**config.mk**
```make
export PLATFORM = sky130hd
export DESIGN_NAME = pswc_top
export DESIGN_NICKNAME = d
export VERILOG_FILES = /design/src/pswc_pkg.sv /design/src/pswc_cycle_divider.sv /design/src/pswc_guard_timer.sv /design/src/pswc_top.sv
export VERILOG_INCLUDE_DIRS = /design/src
export SDC_FILE = /design/constraint.sdc
export NUM_CORES = 1
export LEC_CHECK = 0
export BUFFER_PORTS_ARGS = -buffer_cell sky130_fd_sc_hd__buf_2
export CORE_UTILIZATION = 40
export CTS_BUF_LIST = sky130_fd_sc_hd__clkbuf_2
export CTS_CLUSTER_DIAMETER = 120
export DETAILED_ROUTE_END_ITERATION = 12
export PLACE_DENSITY = 0.61
export SLEW_MARGIN = 20
export SYNTH_ARGS = -nofsm -noshare
export SYNTH_HDL_FRONTEND = slang
export SYNTH_HIERARCHICAL = 1
export SYNTH_SLANG_ARGS = --single-unit
export TNS_END_PERCENT = 10
```
**constraint.sdc**
```tcl
create_clock -name clk -period 2.8 [get_ports clk]
set_clock_uncertainty 0.1 [all_clocks]
set_input_delay 0.56 -clock clk [delete_from_list [all_inputs] [get_ports clk]]
set_output_delay 0.56 -clock clk [all_outputs]
set_load 0.01 [all_outputs]
```
**src/pswc_defines.svh**
```systemverilog
// Purpose: Shared constants for the power-save and watchdog control block
// Assumes: SFR addresses are 8-bit, data 8-bit
// Notes: Bit positions index the power control, reload and enable registers
`ifndef PSWC_DEFINES_SVH
`define PSWC_DEFINES_SVH
`define PSWC_POWER_CONTROL_REG_ADDR 8'h87
`define PSWC_RELOAD_ADDR 8'h86
`define PSWC_IEN0_ADDR 8'ha8
`define PSWC_IEN1_ADDR 8'hb8
`define PSWC_B_IDLE_ARM 0
`define PSWC_B_PD_ARM 1
`define PSWC_B_GF0 2
`define PSWC_B_GF1 3
`define PSWC_B_SD 4
`define PSWC_B_NAP 5
`define PSWC_B_PD_START 6
`define PSWC_B_POWER_CONTROL_REG_TOP 7
`define PSWC_B_GUARD 6
`define PSWC_B_PRESCALE 7
`define PSWC_POWER_CONTROL_REG_KEEP 8'h9c
`define PSWC_POWER_CONTROL_REG_RESET 8'h00
`define PSWC_RELOAD_RESET 8'h00
`define PSWC_CYC_DIV 12
`define PSWC_SLOW_FACTOR 8
`define PSWC_EXPIRE_STATE 15'h7ffc
`define PSWC_RST_SHORT_LAST 8'h07
`define PSWC_RST_LONG_LAST 8'h7f
`define PSWC_ARM_LAST_AGE 2'h1
`define PSWC_PRE_LONG_LAST 5'h1f
`endif

```
**src/pswc_pkg.sv**
```systemverilog
// Purpose: Types of the power-save and watchdog control block
// Assumes: pswc_defines.svh is on the include path
// Notes: One state struct per module
`include "pswc_defines.svh"
package pswc_pkg;
  typedef enum logic [2:0] {
    PSWC_RUN = 3'h1,
    PSWC_NAP = 3'h2,
    PSWC_DOWN = 3'h4
  } pswc_mode_t;
  typedef struct packed {
    pswc_mode_t mode;
    logic [7:0] power_control_reg;
    logic [7:0] reload;
    logic idle_armed, idle_seen, pd_armed, pd_seen;
    logic refresh_arm;
    logic [1:0] refresh_age;
    logic guard_on, strap_done, strap_mode;
    logic slow_s1, slow_on;
    logic wdt_rst;
    logic [7:0] wdt_left;
    logic guard_load;
    logic [7:0] rdata;
    logic cpu_halt, osc_stop, strobe_low, strobe_high, alt_freeze, clk_out;
  } pswc_top_t;
  typedef struct packed {
    logic [6:0] cnt;
    logic tick;
    logic level;
  } pswc_div_t;
  typedef struct packed {
    logic [4:0] pre;
    logic [14:0] count;
    logic expire;
  } pswc_guard_t;
endpackage

```
**src/pswc_cycle_divider.sv**
```systemverilog
// Purpose: Machine cycle tick and clock output level from the oscillator
// Assumes: clk is the oscillator; stop freezes all activity
// Notes: Slow selects an eight times longer machine cycle
`timescale 1ns/1ps
`default_nettype none
module pswc_cycle_divider import pswc_pkg::*; #(
  parameter int CYC_DIV = `PSWC_CYC_DIV,
  parameter int SLOW_FACTOR = `PSWC_SLOW_FACTOR
) (
  input wire logic clk,
  input wire logic rst,
  input wire logic slow,
  input wire logic stop,
  output logic tick,
  output logic level
);
  localparam logic [6:0] FAST_LAST = 7'(CYC_DIV - 1);
  localparam logic [6:0] SLOW_LAST = 7'(CYC_DIV * SLOW_FACTOR - 1);
  if (CYC_DIV < 2 || CYC_DIV * SLOW_FACTOR > 128) begin : g_bad_div
    $error("pswc_cycle_divider: divide ratio out of range");
  end
  pswc_div_t st_reg, st_next;
  // Half of a period, for the clock output duty
  function automatic logic [6:0] half_of(input logic [6:0] last);
    half_of = 7'((32'(last) + 1) / 2);
  endfunction
  // Count one machine cycle, stop holds the level low
  always_comb begin
    logic [6:0] last;
    last = slow ? SLOW_LAST : FAST_LAST;
    st_next = st_reg;
    st_next.tick = 1'b0;
    if (stop) begin
      st_next.level = 1'b0;
    end else begin
      if (st_reg.cnt >= last) begin
        st_next.cnt = '0;
        st_next.tick = 1'b1;
      end else begin
        st_next.cnt = st_reg.cnt + 7'h01;
      end
      st_next.level = st_next.cnt < half_of(last);
    end
  end
  always_ff @(posedge clk or posedge rst) begin
    if (rst) begin
      st_reg <= '0;
    end else begin
      st_reg <= st_next;
    end
  end
  assign tick = st_reg.tick;
  assign level = st_reg.level;
endmodule
`default_nettype wire

```
**src/pswc_guard_timer.sv**
```systemverilog
// Purpose: 15-bit watchdog counter with two ratio prescaler
// Assumes: tick is one machine cycle pulse
// Notes: Load wins over counting and hold; hold otherwise freezes count and prescaler
`timescale 1ns/1ps
`default_nettype none
module pswc_guard_timer import pswc_pkg::*; (
  input wire logic clk,
  input wire logic rst,
  input wire logic tick,
  input wire logic run,
  input wire logic hold,
  input wire logic load,
  input wire logic [6:0] reload,
  input wire logic prescale16,
  output logic [14:0] count,
  output logic expire
);
  pswc_guard_t st_reg, st_next;
  // Divide by two, or by thirty-two with the prescaler
  always_comb begin
    logic step;
    step = 1'b0;
    st_next = st_reg;
    st_next.expire = 1'b0;
    if (load) begin
      st_next.count = {reload, 8'h00};
      st_next.pre = '0;
    end else if (run && !hold && tick) begin
      step = prescale16 ? (st_reg.pre == `PSWC_PRE_LONG_LAST) : st_reg.pre[0];
      st_next.pre = step ? 5'h00 : st_reg.pre + 5'h01;
      if (step) begin
        st_next.count = st_reg.count + 15'h0001;
        st_next.expire = st_next.count == `PSWC_EXPIRE_STATE;
      end
    end
  end
  always_ff @(posedge clk or posedge rst) begin
    if (rst) begin
      st_reg <= '0;
    end else begin
      st_reg <= st_next;
    end
  end
  assign count = st_reg.count;
  assign expire = st_reg.expire;
endmodule
`default_nettype wire

```
**src/pswc_top.sv**
```systemverilog
// Purpose: Idle, power-down, slow-down and watchdog control of the core
// Assumes: SFR strobes and instr_end are synchronous one-cycle pulses
// Notes: rst is the external hardware reset; watchdog reset is an output
`timescale 1ns/1ps
`default_nettype none
module pswc_top import pswc_pkg::*; #(
  parameter int CYC_DIV = `PSWC_CYC_DIV,
  parameter int SLOW_FACTOR = `PSWC_SLOW_FACTOR
) (
  input wire logic clk,
  input wire logic rst,
  input wire logic power_save_enable_pin,
  input wire logic irq_wake,
  input wire logic instr_end,
  input wire logic sfr_wr,
  input wire logic sfr_rd,
  input wire logic [7:0] sfr_addr,
  input wire logic [7:0] sfr_wdata,
  output logic [7:0] sfr_rdata,
  output logic cpu_halt,
  output logic osc_stop,
  output logic strobes_low,
  output logic strobes_high,
  output logic alt_out_freeze,
  output logic clock_output_pin,
  output logic slow_active,
  output logic machine_tick,
  output logic guard_running,
  output logic guard_reset
);
  pswc_top_t st_reg, st_next;
  logic mc_tick;
  logic div_level;
  logic guard_expire;
  logic [14:0] guard_count;

  // Machine cycle source, slowed or stopped by the power modes
  pswc_cycle_divider #(
    .CYC_DIV(CYC_DIV),
    .SLOW_FACTOR(SLOW_FACTOR)
  ) u_div (
    .clk(clk),
    .rst(rst),
    .slow(st_reg.slow_on),
    .stop(st_reg.mode == PSWC_DOWN),
    .tick(mc_tick),
    .level(div_level)
  );

  // Watchdog counter, frozen outside normal operation
  pswc_guard_timer u_guard (
    .clk(clk),
    .rst(rst),
    .tick(mc_tick),
    .run(st_reg.guard_on),
    .hold(st_reg.mode != PSWC_RUN),
    .load(st_reg.guard_load),
    .reload(st_reg.reload[6:0]),
    .prescale16(st_reg.reload[`PSWC_B_PRESCALE]),
    .count(guard_count),
    .expire(guard_expire)
  );

  // Address match on the SFR port
  function automatic logic hit(input logic [7:0] addr, input logic [7:0] want);
    hit = addr == want;
  endfunction

  // Arm flag ages on instruction ends, lives through the next instruction
  function automatic logic [1:0] age_arm(input logic armed, input logic seen,
                                         input logic step);
    age_arm = {armed, seen};
    if (armed && step) begin
      age_arm = seen ? 2'h0 : 2'h3;
    end
  endfunction

  // Next state of the whole controller
  always_comb begin
    logic power_control_reg_wr;
    logic power_ok;
    logic nap_req;
    logic pd_req;
    logic [1:0] aged;
    power_control_reg_wr = sfr_wr && hit(sfr_addr, `PSWC_POWER_CONTROL_REG_ADDR);
    st_next = st_reg;
    st_next.guard_load = 1'b0;
    power_ok = !power_save_enable_pin && !st_reg.strap_mode;
    aged = age_arm(st_reg.idle_armed, st_reg.idle_seen, instr_end);
    st_next.idle_armed = aged[1];
    st_next.idle_seen = aged[0];
    aged = age_arm(st_reg.pd_armed, st_reg.pd_seen, instr_end);
    st_next.pd_armed = aged[1];
    st_next.pd_seen = aged[0];
    nap_req = power_control_reg_wr && sfr_wdata[`PSWC_B_NAP] && !sfr_wdata[`PSWC_B_IDLE_ARM]
      && st_reg.idle_armed;
    pd_req = power_control_reg_wr && sfr_wdata[`PSWC_B_PD_START] && !sfr_wdata[`PSWC_B_PD_ARM]
      && st_reg.pd_armed;
    if (power_control_reg_wr) begin
      st_next.power_control_reg = sfr_wdata & `PSWC_POWER_CONTROL_REG_KEEP;
      st_next.idle_armed = sfr_wdata[`PSWC_B_IDLE_ARM] && !sfr_wdata[`PSWC_B_NAP];
      st_next.idle_seen = 1'b0;
      st_next.pd_armed = sfr_wdata[`PSWC_B_PD_ARM] && !sfr_wdata[`PSWC_B_PD_START];
      st_next.pd_seen = 1'b0;
    end
    if (sfr_wr && hit(sfr_addr, `PSWC_RELOAD_ADDR)) begin
      st_next.reload = sfr_wdata;
    end
    // Mode machine
    unique case (st_reg.mode)
      PSWC_RUN: begin
        if (power_ok && pd_req) begin
          st_next.mode = PSWC_DOWN;
        end else if (power_ok && nap_req) begin
          st_next.mode = PSWC_NAP;
        end
      end
      PSWC_NAP: begin
        if (irq_wake) begin
          st_next.mode = PSWC_RUN;
        end
      end
      PSWC_DOWN: begin
        st_next.mode = PSWC_DOWN;
      end
      default: begin
        st_next.mode = PSWC_RUN;
      end
    endcase
    if (mc_tick) begin
      st_next.slow_s1 = st_reg.power_control_reg[`PSWC_B_SD] && power_ok;
      st_next.slow_on = st_reg.slow_s1;
    end
    if (mc_tick && st_reg.refresh_arm) begin
      if (st_reg.refresh_age == `PSWC_ARM_LAST_AGE) begin
        st_next.refresh_arm = 1'b0;
      end else begin
        st_next.refresh_age = st_reg.refresh_age + 2'h1;
      end
    end
    if (sfr_wr && hit(sfr_addr, `PSWC_IEN0_ADDR) && sfr_wdata[`PSWC_B_GUARD]) begin
      st_next.refresh_arm = 1'b1;
      st_next.refresh_age = 2'h0;
    end
    if (sfr_wr && hit(sfr_addr, `PSWC_IEN1_ADDR) && sfr_wdata[`PSWC_B_GUARD]) begin
      if (!st_reg.guard_on || st_reg.refresh_arm) begin
        st_next.guard_load = 1'b1;
      end
      st_next.guard_on = 1'b1;
      st_next.refresh_arm = 1'b0;
    end
    if (!st_reg.strap_done) begin
      st_next.strap_done = 1'b1;
      st_next.strap_mode = power_save_enable_pin;
      if (power_save_enable_pin) begin
        st_next.guard_on = 1'b1;
        st_next.guard_load = 1'b1;
      end
    end
    if (guard_expire && !st_reg.wdt_rst) begin
      st_next.wdt_rst = 1'b1;
      st_next.wdt_left = st_reg.reload[`PSWC_B_PRESCALE] ? `PSWC_RST_LONG_LAST
        : `PSWC_RST_SHORT_LAST;
    end else if (st_reg.wdt_rst && mc_tick) begin
      if (st_reg.wdt_left == 8'h00) begin
        st_next.wdt_rst = 1'b0;
        st_next.guard_load = 1'b1;
      end else begin
        st_next.wdt_left = st_reg.wdt_left - 8'h01;
      end
    end
    // Internal reset reinitialises the power control register but keeps the reload value and the watchdog running
    if (st_next.wdt_rst) begin
      st_next.mode = PSWC_RUN;
      st_next.power_control_reg = `PSWC_POWER_CONTROL_REG_RESET;
      st_next.idle_armed = 1'b0;
      st_next.pd_armed = 1'b0;
      st_next.refresh_arm = 1'b0;
      st_next.slow_s1 = 1'b0;
      st_next.slow_on = 1'b0;
    end
    // Read data, arm and start bits always zero
    if (sfr_rd) begin
      st_next.rdata = 8'h00;
      if (hit(sfr_addr, `PSWC_POWER_CONTROL_REG_ADDR)) begin
        st_next.rdata = st_reg.power_control_reg & `PSWC_POWER_CONTROL_REG_KEEP;
      end else if (hit(sfr_addr, `PSWC_RELOAD_ADDR)) begin
        st_next.rdata = st_reg.reload;
      end else if (hit(sfr_addr, `PSWC_IEN0_ADDR)) begin
        st_next.rdata[`PSWC_B_GUARD] = st_reg.refresh_arm;
      end else if (hit(sfr_addr, `PSWC_IEN1_ADDR)) begin
        st_next.rdata[`PSWC_B_GUARD] = st_reg.guard_on;
      end
    end
    st_next.cpu_halt = st_next.mode != PSWC_RUN;
    st_next.osc_stop = st_next.mode == PSWC_DOWN;
    st_next.strobe_low = st_next.mode == PSWC_DOWN;
    st_next.strobe_high = st_next.mode == PSWC_NAP;
    st_next.alt_freeze = st_next.mode == PSWC_DOWN;
    st_next.clk_out = div_level && st_next.mode != PSWC_DOWN;
  end

  // State register; external reset clears all fields and sets the mode to RUN
  always_ff @(posedge clk or posedge rst) begin
    if (rst) begin
      st_reg <= '0;
      st_reg.mode <= PSWC_RUN;
      st_reg.power_control_reg <= `PSWC_POWER_CONTROL_REG_RESET;
      st_reg.reload <= `PSWC_RELOAD_RESET;
    end else begin
      st_reg <= st_next;
    end
  end

  assign sfr_rdata = st_reg.rdata;
  assign cpu_halt = st_reg.cpu_halt;
  assign osc_stop = st_reg.osc_stop;
  assign strobes_low = st_reg.strobe_low;
  assign strobes_high = st_reg.strobe_high;
  assign alt_out_freeze = st_reg.alt_freeze;
  assign clock_output_pin = st_reg.clk_out;
  assign slow_active = st_reg.slow_on;
  assign machine_tick = mc_tick;
  assign guard_running = st_reg.guard_on;
  assign guard_reset = st_reg.wdt_rst;

  logic pd_try;
  assign pd_try = sfr_wr && hit(sfr_addr, `PSWC_POWER_CONTROL_REG_ADDR)
    && sfr_wdata[`PSWC_B_PD_START] && !sfr_wdata[`PSWC_B_PD_ARM];
endmodule
`default_nettype wire

```
; ---- Yosys cells after proc, flatten, opt, wreduce, memory -nomap -nowiden
; Cells that the tools add are included.
[word_totals]
in_bits = 23
regBits = 83
elab_cells = 159
output_inout_bits = 18
[classes]
n_mux = 53
n_addsub = 6
n_eq_ne = 17
order_cmp = 2
reduce_logical = 53
[op_table]
columns = operator, n
row1 = 8-bit equality test (second input constant), 4
row2 = 7-bit two-way mux, 4
row3 = 1-bit logical AND, 26
row4 = 8-bit two-way mux, 3
row5 = 1-bit two-way mux, 23
row6 = 21-bit two-way mux, 1
row7 = 20-bit two-way mux, 1
row8 = 3-bit two-way mux, 6
row9 = 16-bit two-way mux, 1
row10 = 2-bit nonzero test, 8
row11 = 15-bit by 1-bit adder with 15-bit output (second input constant), 1
row12 = 15-bit equality test (second input constant), 1
row13 = 2-bit two-way mux, 7
row14 = 11-bit two-way mux, 1
row15 = 10-bit two-way mux, 1
row16 = 1-bit zero test, 9
row17 = 9-bit two-way mux, 1
row18 = 3-bit one-hot mux with 3 select lines, 1
row19 = 7-bit by 1-bit adder with 8-bit output (second input constant), 1
row20 = 8-bit zero test, 1
row21 = 2-bit AND reduction, 4
row22 = 4-bit nonzero test, 2
row23 = 8-bit by 1-bit subtractor with 8-bit output (second input constant), 1
row24 = 7-bit by 1-bit adder with 7-bit output (second input constant), 1
row25 = 18 further kinds, 22

; ---- Logic depth before layout (Yosys ltp)
[logic_depth]
word_depth = 12
ltp_mapped = 11
ltp_nobuf = 10

; ---- By module
; The synthesis kept the hierarchy.
[modules_own_cells]
columns = mod, seq_area_each_um2, cells_each, n_inst, area_each_um2
row1 = pswc_top, 1227.4, 230, 1, 2478.6
row2 = pswc_guard_timer, 525.5, 146, 1, 1366.3
row3 = pswc_cycle_divider, 225.2, 75, 1, 665.6

; ---- Worst setup path after synthesis
; Ideal clock, no wire load.
[synth_timing]
path_type = reg-to-reg
startpoint = reg st_reg (netlist bit slow_active)
endpoint = reg u_div.st_reg (netlist bit u_div/level)
required_time_ps = 2575
slack_ps = 156
t_arrival_ps = 2418
path_stages_with_launch = 12
cell_sequence = dfrtp_1 -> inv_1 -> ha_1 -> nand4b_1 -> o311ai_1 -> buf_6 -> nor2_1 -> ha_1 -> a21o_1 -> a21oi_1 -> nor2b_1 -> a2111oi_0
[synth_rtl]
columns = item, line_no
row1 = from (decl), pswc_top.sv:31  ; pswc_top_t st_reg, st_next;
row2 = from (signal assigned), pswc_top.sv:211  ; st_reg <= st_next;
row3 = to (signal assigned), pswc_cycle_divider.sv:49  ; st_reg <= st_next;
row4 = to (decl), pswc_cycle_divider.sv:22  ; pswc_div_t st_reg, st_next;

==> results <==
- The number of setup buffers added after CTS is 0.
- Clock tree synthesis selected as its root buffer the cell clkbuf_2.
- Summed over all failing endpoints, the final setup total negative slack is 0 ns.
- In the global route stage, met3 resource usage came out at 0.0201.
- The die footprint is 11,400 um^2.
- The row count is 37.
- Based on the critical path, the design can be clocked at up to 376 MHz.
- The worst ir drop on vdd is 0.375 mV.
- Counting every net in the synthesized netlist gives 472.
- Dividing the detail-routed wire length by the instance count gives 15.1 um.
- Synthesis produced 436 cells.
- The worst register-to-register path ends at u_div/level.
- The top cell types in the final layout, fill and taps aside, are dfrtp_1 (78), nor2_1 (41), buf_2 (40).
- For the worst setup path, the data arrival time is roughly 2.9 ns.
- The final number of setup-violating endpoints is 0.
- The worst hold path belongs to the class in -> reg.
- The global-route layer with the greatest usage is met2.
- The core region is 10,500 um^2.
- Clock-pin slew was measured on the worst setup and hold paths at approximately 0.22 ns.
- The critical path ends at u_div/level.
- The overall overflow remaining after global route is 0.
- The number of detailed-route iterations in the first pass is 4.
- The max capacitance violation total is 0.
- The setup check on the worst reg-to-reg path leaves a slack of 0.14 ns.
- CTS saw 79 sinks.
- The number of ports placed on the die boundary is around 40.
- The post-route clock period utilization is 0.949.
- The number of nets at the end of the flow is 508.
- The max-slew violation count is 0.
- Entering global routing, the biggest net connects 28 pins.
- The routed wire length is about 9000 um.
- The launching instance or port of the critical path is u_div/st_reg[4].
- After detailed routing, the number of remaining DRC violations is 0.
- The worst-margin pin slew is about 0.84 ns.
- The analysis attributes to cell leakage a power of 2.22 nW.
- Data on the critical path is required at its endpoint by roughly 3.1 ns.
- The number of clock buffers added by TritonCTS is 9.
- Hold is met by 0.171 ns.
- The number of global-route vias before repair is approximately 3,300.
- The synthesis-to-layout area growth is 10.0%.
- For this run, global-route usage on met2 was measured as 0.276.
- The most common cell after layout, fill and taps aside is dfrtp_1.
- At the end of routability-driven placement, the weighted congestion stood at 0.844.
- Port buffering added 40 buffers.
- Across every metal layer, demand over resource in global routing totals 0.175.
- The met1 layer usage reported by global route is 0.239.
- The flow ran to the end, and the final reports show no timing, DRC or antenna violations.
- The detailed router placed 3,315 vias in this run.
- The flip-flop count of the largest register after layout is 34.
- Setup repair after global routing left no endpoint under its margin.
- The maximum number of buffers from clock root to sink is 2.
- The first-pass GRT wire length is 15,600 um.
- The area taken by flip-flops and latches is 1980 um^2.
- Clock latency on the worst-skew pair, taken at its later pin, is 0.52 ns.
- The synthesized area divided by synthesized cell count is 10.1 um^2.
- The startpoint of the worst hold path is sfr_wdata[3].
- The type of destination of the critical path is a flop.
- The count of nets left with antenna violations once routing finished came out at 0.
- The count of filler cells inserted in the layout is 984.
- The die span in x is 107 um.
- The worst path needs approximately 2.7 ns of the cycle, external delays included.
- The total number of yosys warnings is 6.
- The number of design-rule violations left by the first detailed-router iteration is 167.
- The vertical die dimension is 107 um.
- The final count of hold timing violations is 0.
- Summing every instance area after synthesis gives about 4400 um^2.
- Headroom to the max-slew limit came out at 0.442.
- Of the cells placed in the final design, the portion with a size suffix greater than 1 is 0.210.
- In this run the power density over the cells is 422 nW/um^2.
- The estimated wirelength of the detail-placed design is 6760 um.
- The total area of multi-input combinational cells is 2220 um^2.
- The nature of the critical path startpoint is a flop.
- The starting density of the core is 0.419.
- TritonCTS built the clock tree.
- In this run the worst path has a maximum fanout of 8.
- The number of antenna violations at the first check in global routing is 1.
- The worst setup path is of the reg -> reg kind.
- The number of vias per cell is about 5.4.
- The H-tree was split into 3 levels.
- The start of the worst register-to-register path is u_div/st_reg[4].
- Counting cells, the worst reg-to-reg path comes to 9.
==> how the worst min path moves through the flow <==
| stage | to | slack (ns) | depth (start not counted) |
|---|---|---|---|
| 2_1_floorplan | u_div/level | 0.29 | 1 |
| 3_3_place_gp | st_reg[26] | 0.35 | 2 |
| 3_5_place_dp | st_reg[26] | 0.38 | 2 |
| 4_1_cts | st_reg[39] | 0.13 | 2 |
| 5_1_grt | st_reg[39] | 0.12 | 2 |
| 6_report | st_reg[39] | 0.17 | 2 |
==> final cells by class <==
class,instances,area share
antenna,1,0.000517
clock buffer,10,0.0103
clock inverter,6,0.0176
inverter,18,0.0145
multi-input combinational,317,0.458
sequential,79,0.409
tap,136,0.0352
timing repair buffer,47,0.0553
==> where the power goes <==
part | switching [mW] | total (mW) | internal (mW) | leakage, nW
Sequential | 0.0307 | 1.21 | 1.18 | 1.04
Clock | 0.408 | 0.705 | 0.296 | 0.0796
Combinational | 0.0715 | 0.129 | 0.0575 | 1.11
Total | 0.511 | 2.04 | 1.53 | 2.22
==> routing by layer <==
metal | vias up | wire [um]
li1 | 1631 | -
met1 | 1627 | 4490
met2 | 45 | 4380
met3 | 12 | 230
met4 | 0 | 165
met5 | - | 0
==> timing repair <==
action,in CTS,in global routing
setup endpoints to repair,0,1
endpoints found under the hold margin,30,0
resized for setup,0,1
hold buffers,1,0
==> worst max-delay path, cell delays in order, from the launching register on <==
cell and delay, ns:
dfrtp_1 0.52, ha_1 0.27, a211oi_2 0.26, o311ai_2 0.16, nor2_1 0.17, ha_1 0.27
a21o_1 0.18, a21oi_1 0.14, nor2b_1 0.06, a2111oi_0 0.40
==> stage by stage <==
stage | instances | total power, mW | utilization | setup slack (ns) | cell area, um^2
detailed placement | 596 | 1.36 | 0.446 | 0.174 | 4680
CTS | 613 | 2.06 | 0.460 | 0.131 | 4830
global route | 614 | 2.13 | 0.461 | 0.000641 | 4840
floorplan | 436 | 1.30 | - | 0.156 | 4400
global placement | 596 | 1.35 | 0.446 | 0.293 | 4680
finish | 614 | 2.04 | 0.461 | 0.144 | 4840
No activity file was read; power rests on OpenSTA's default activity.
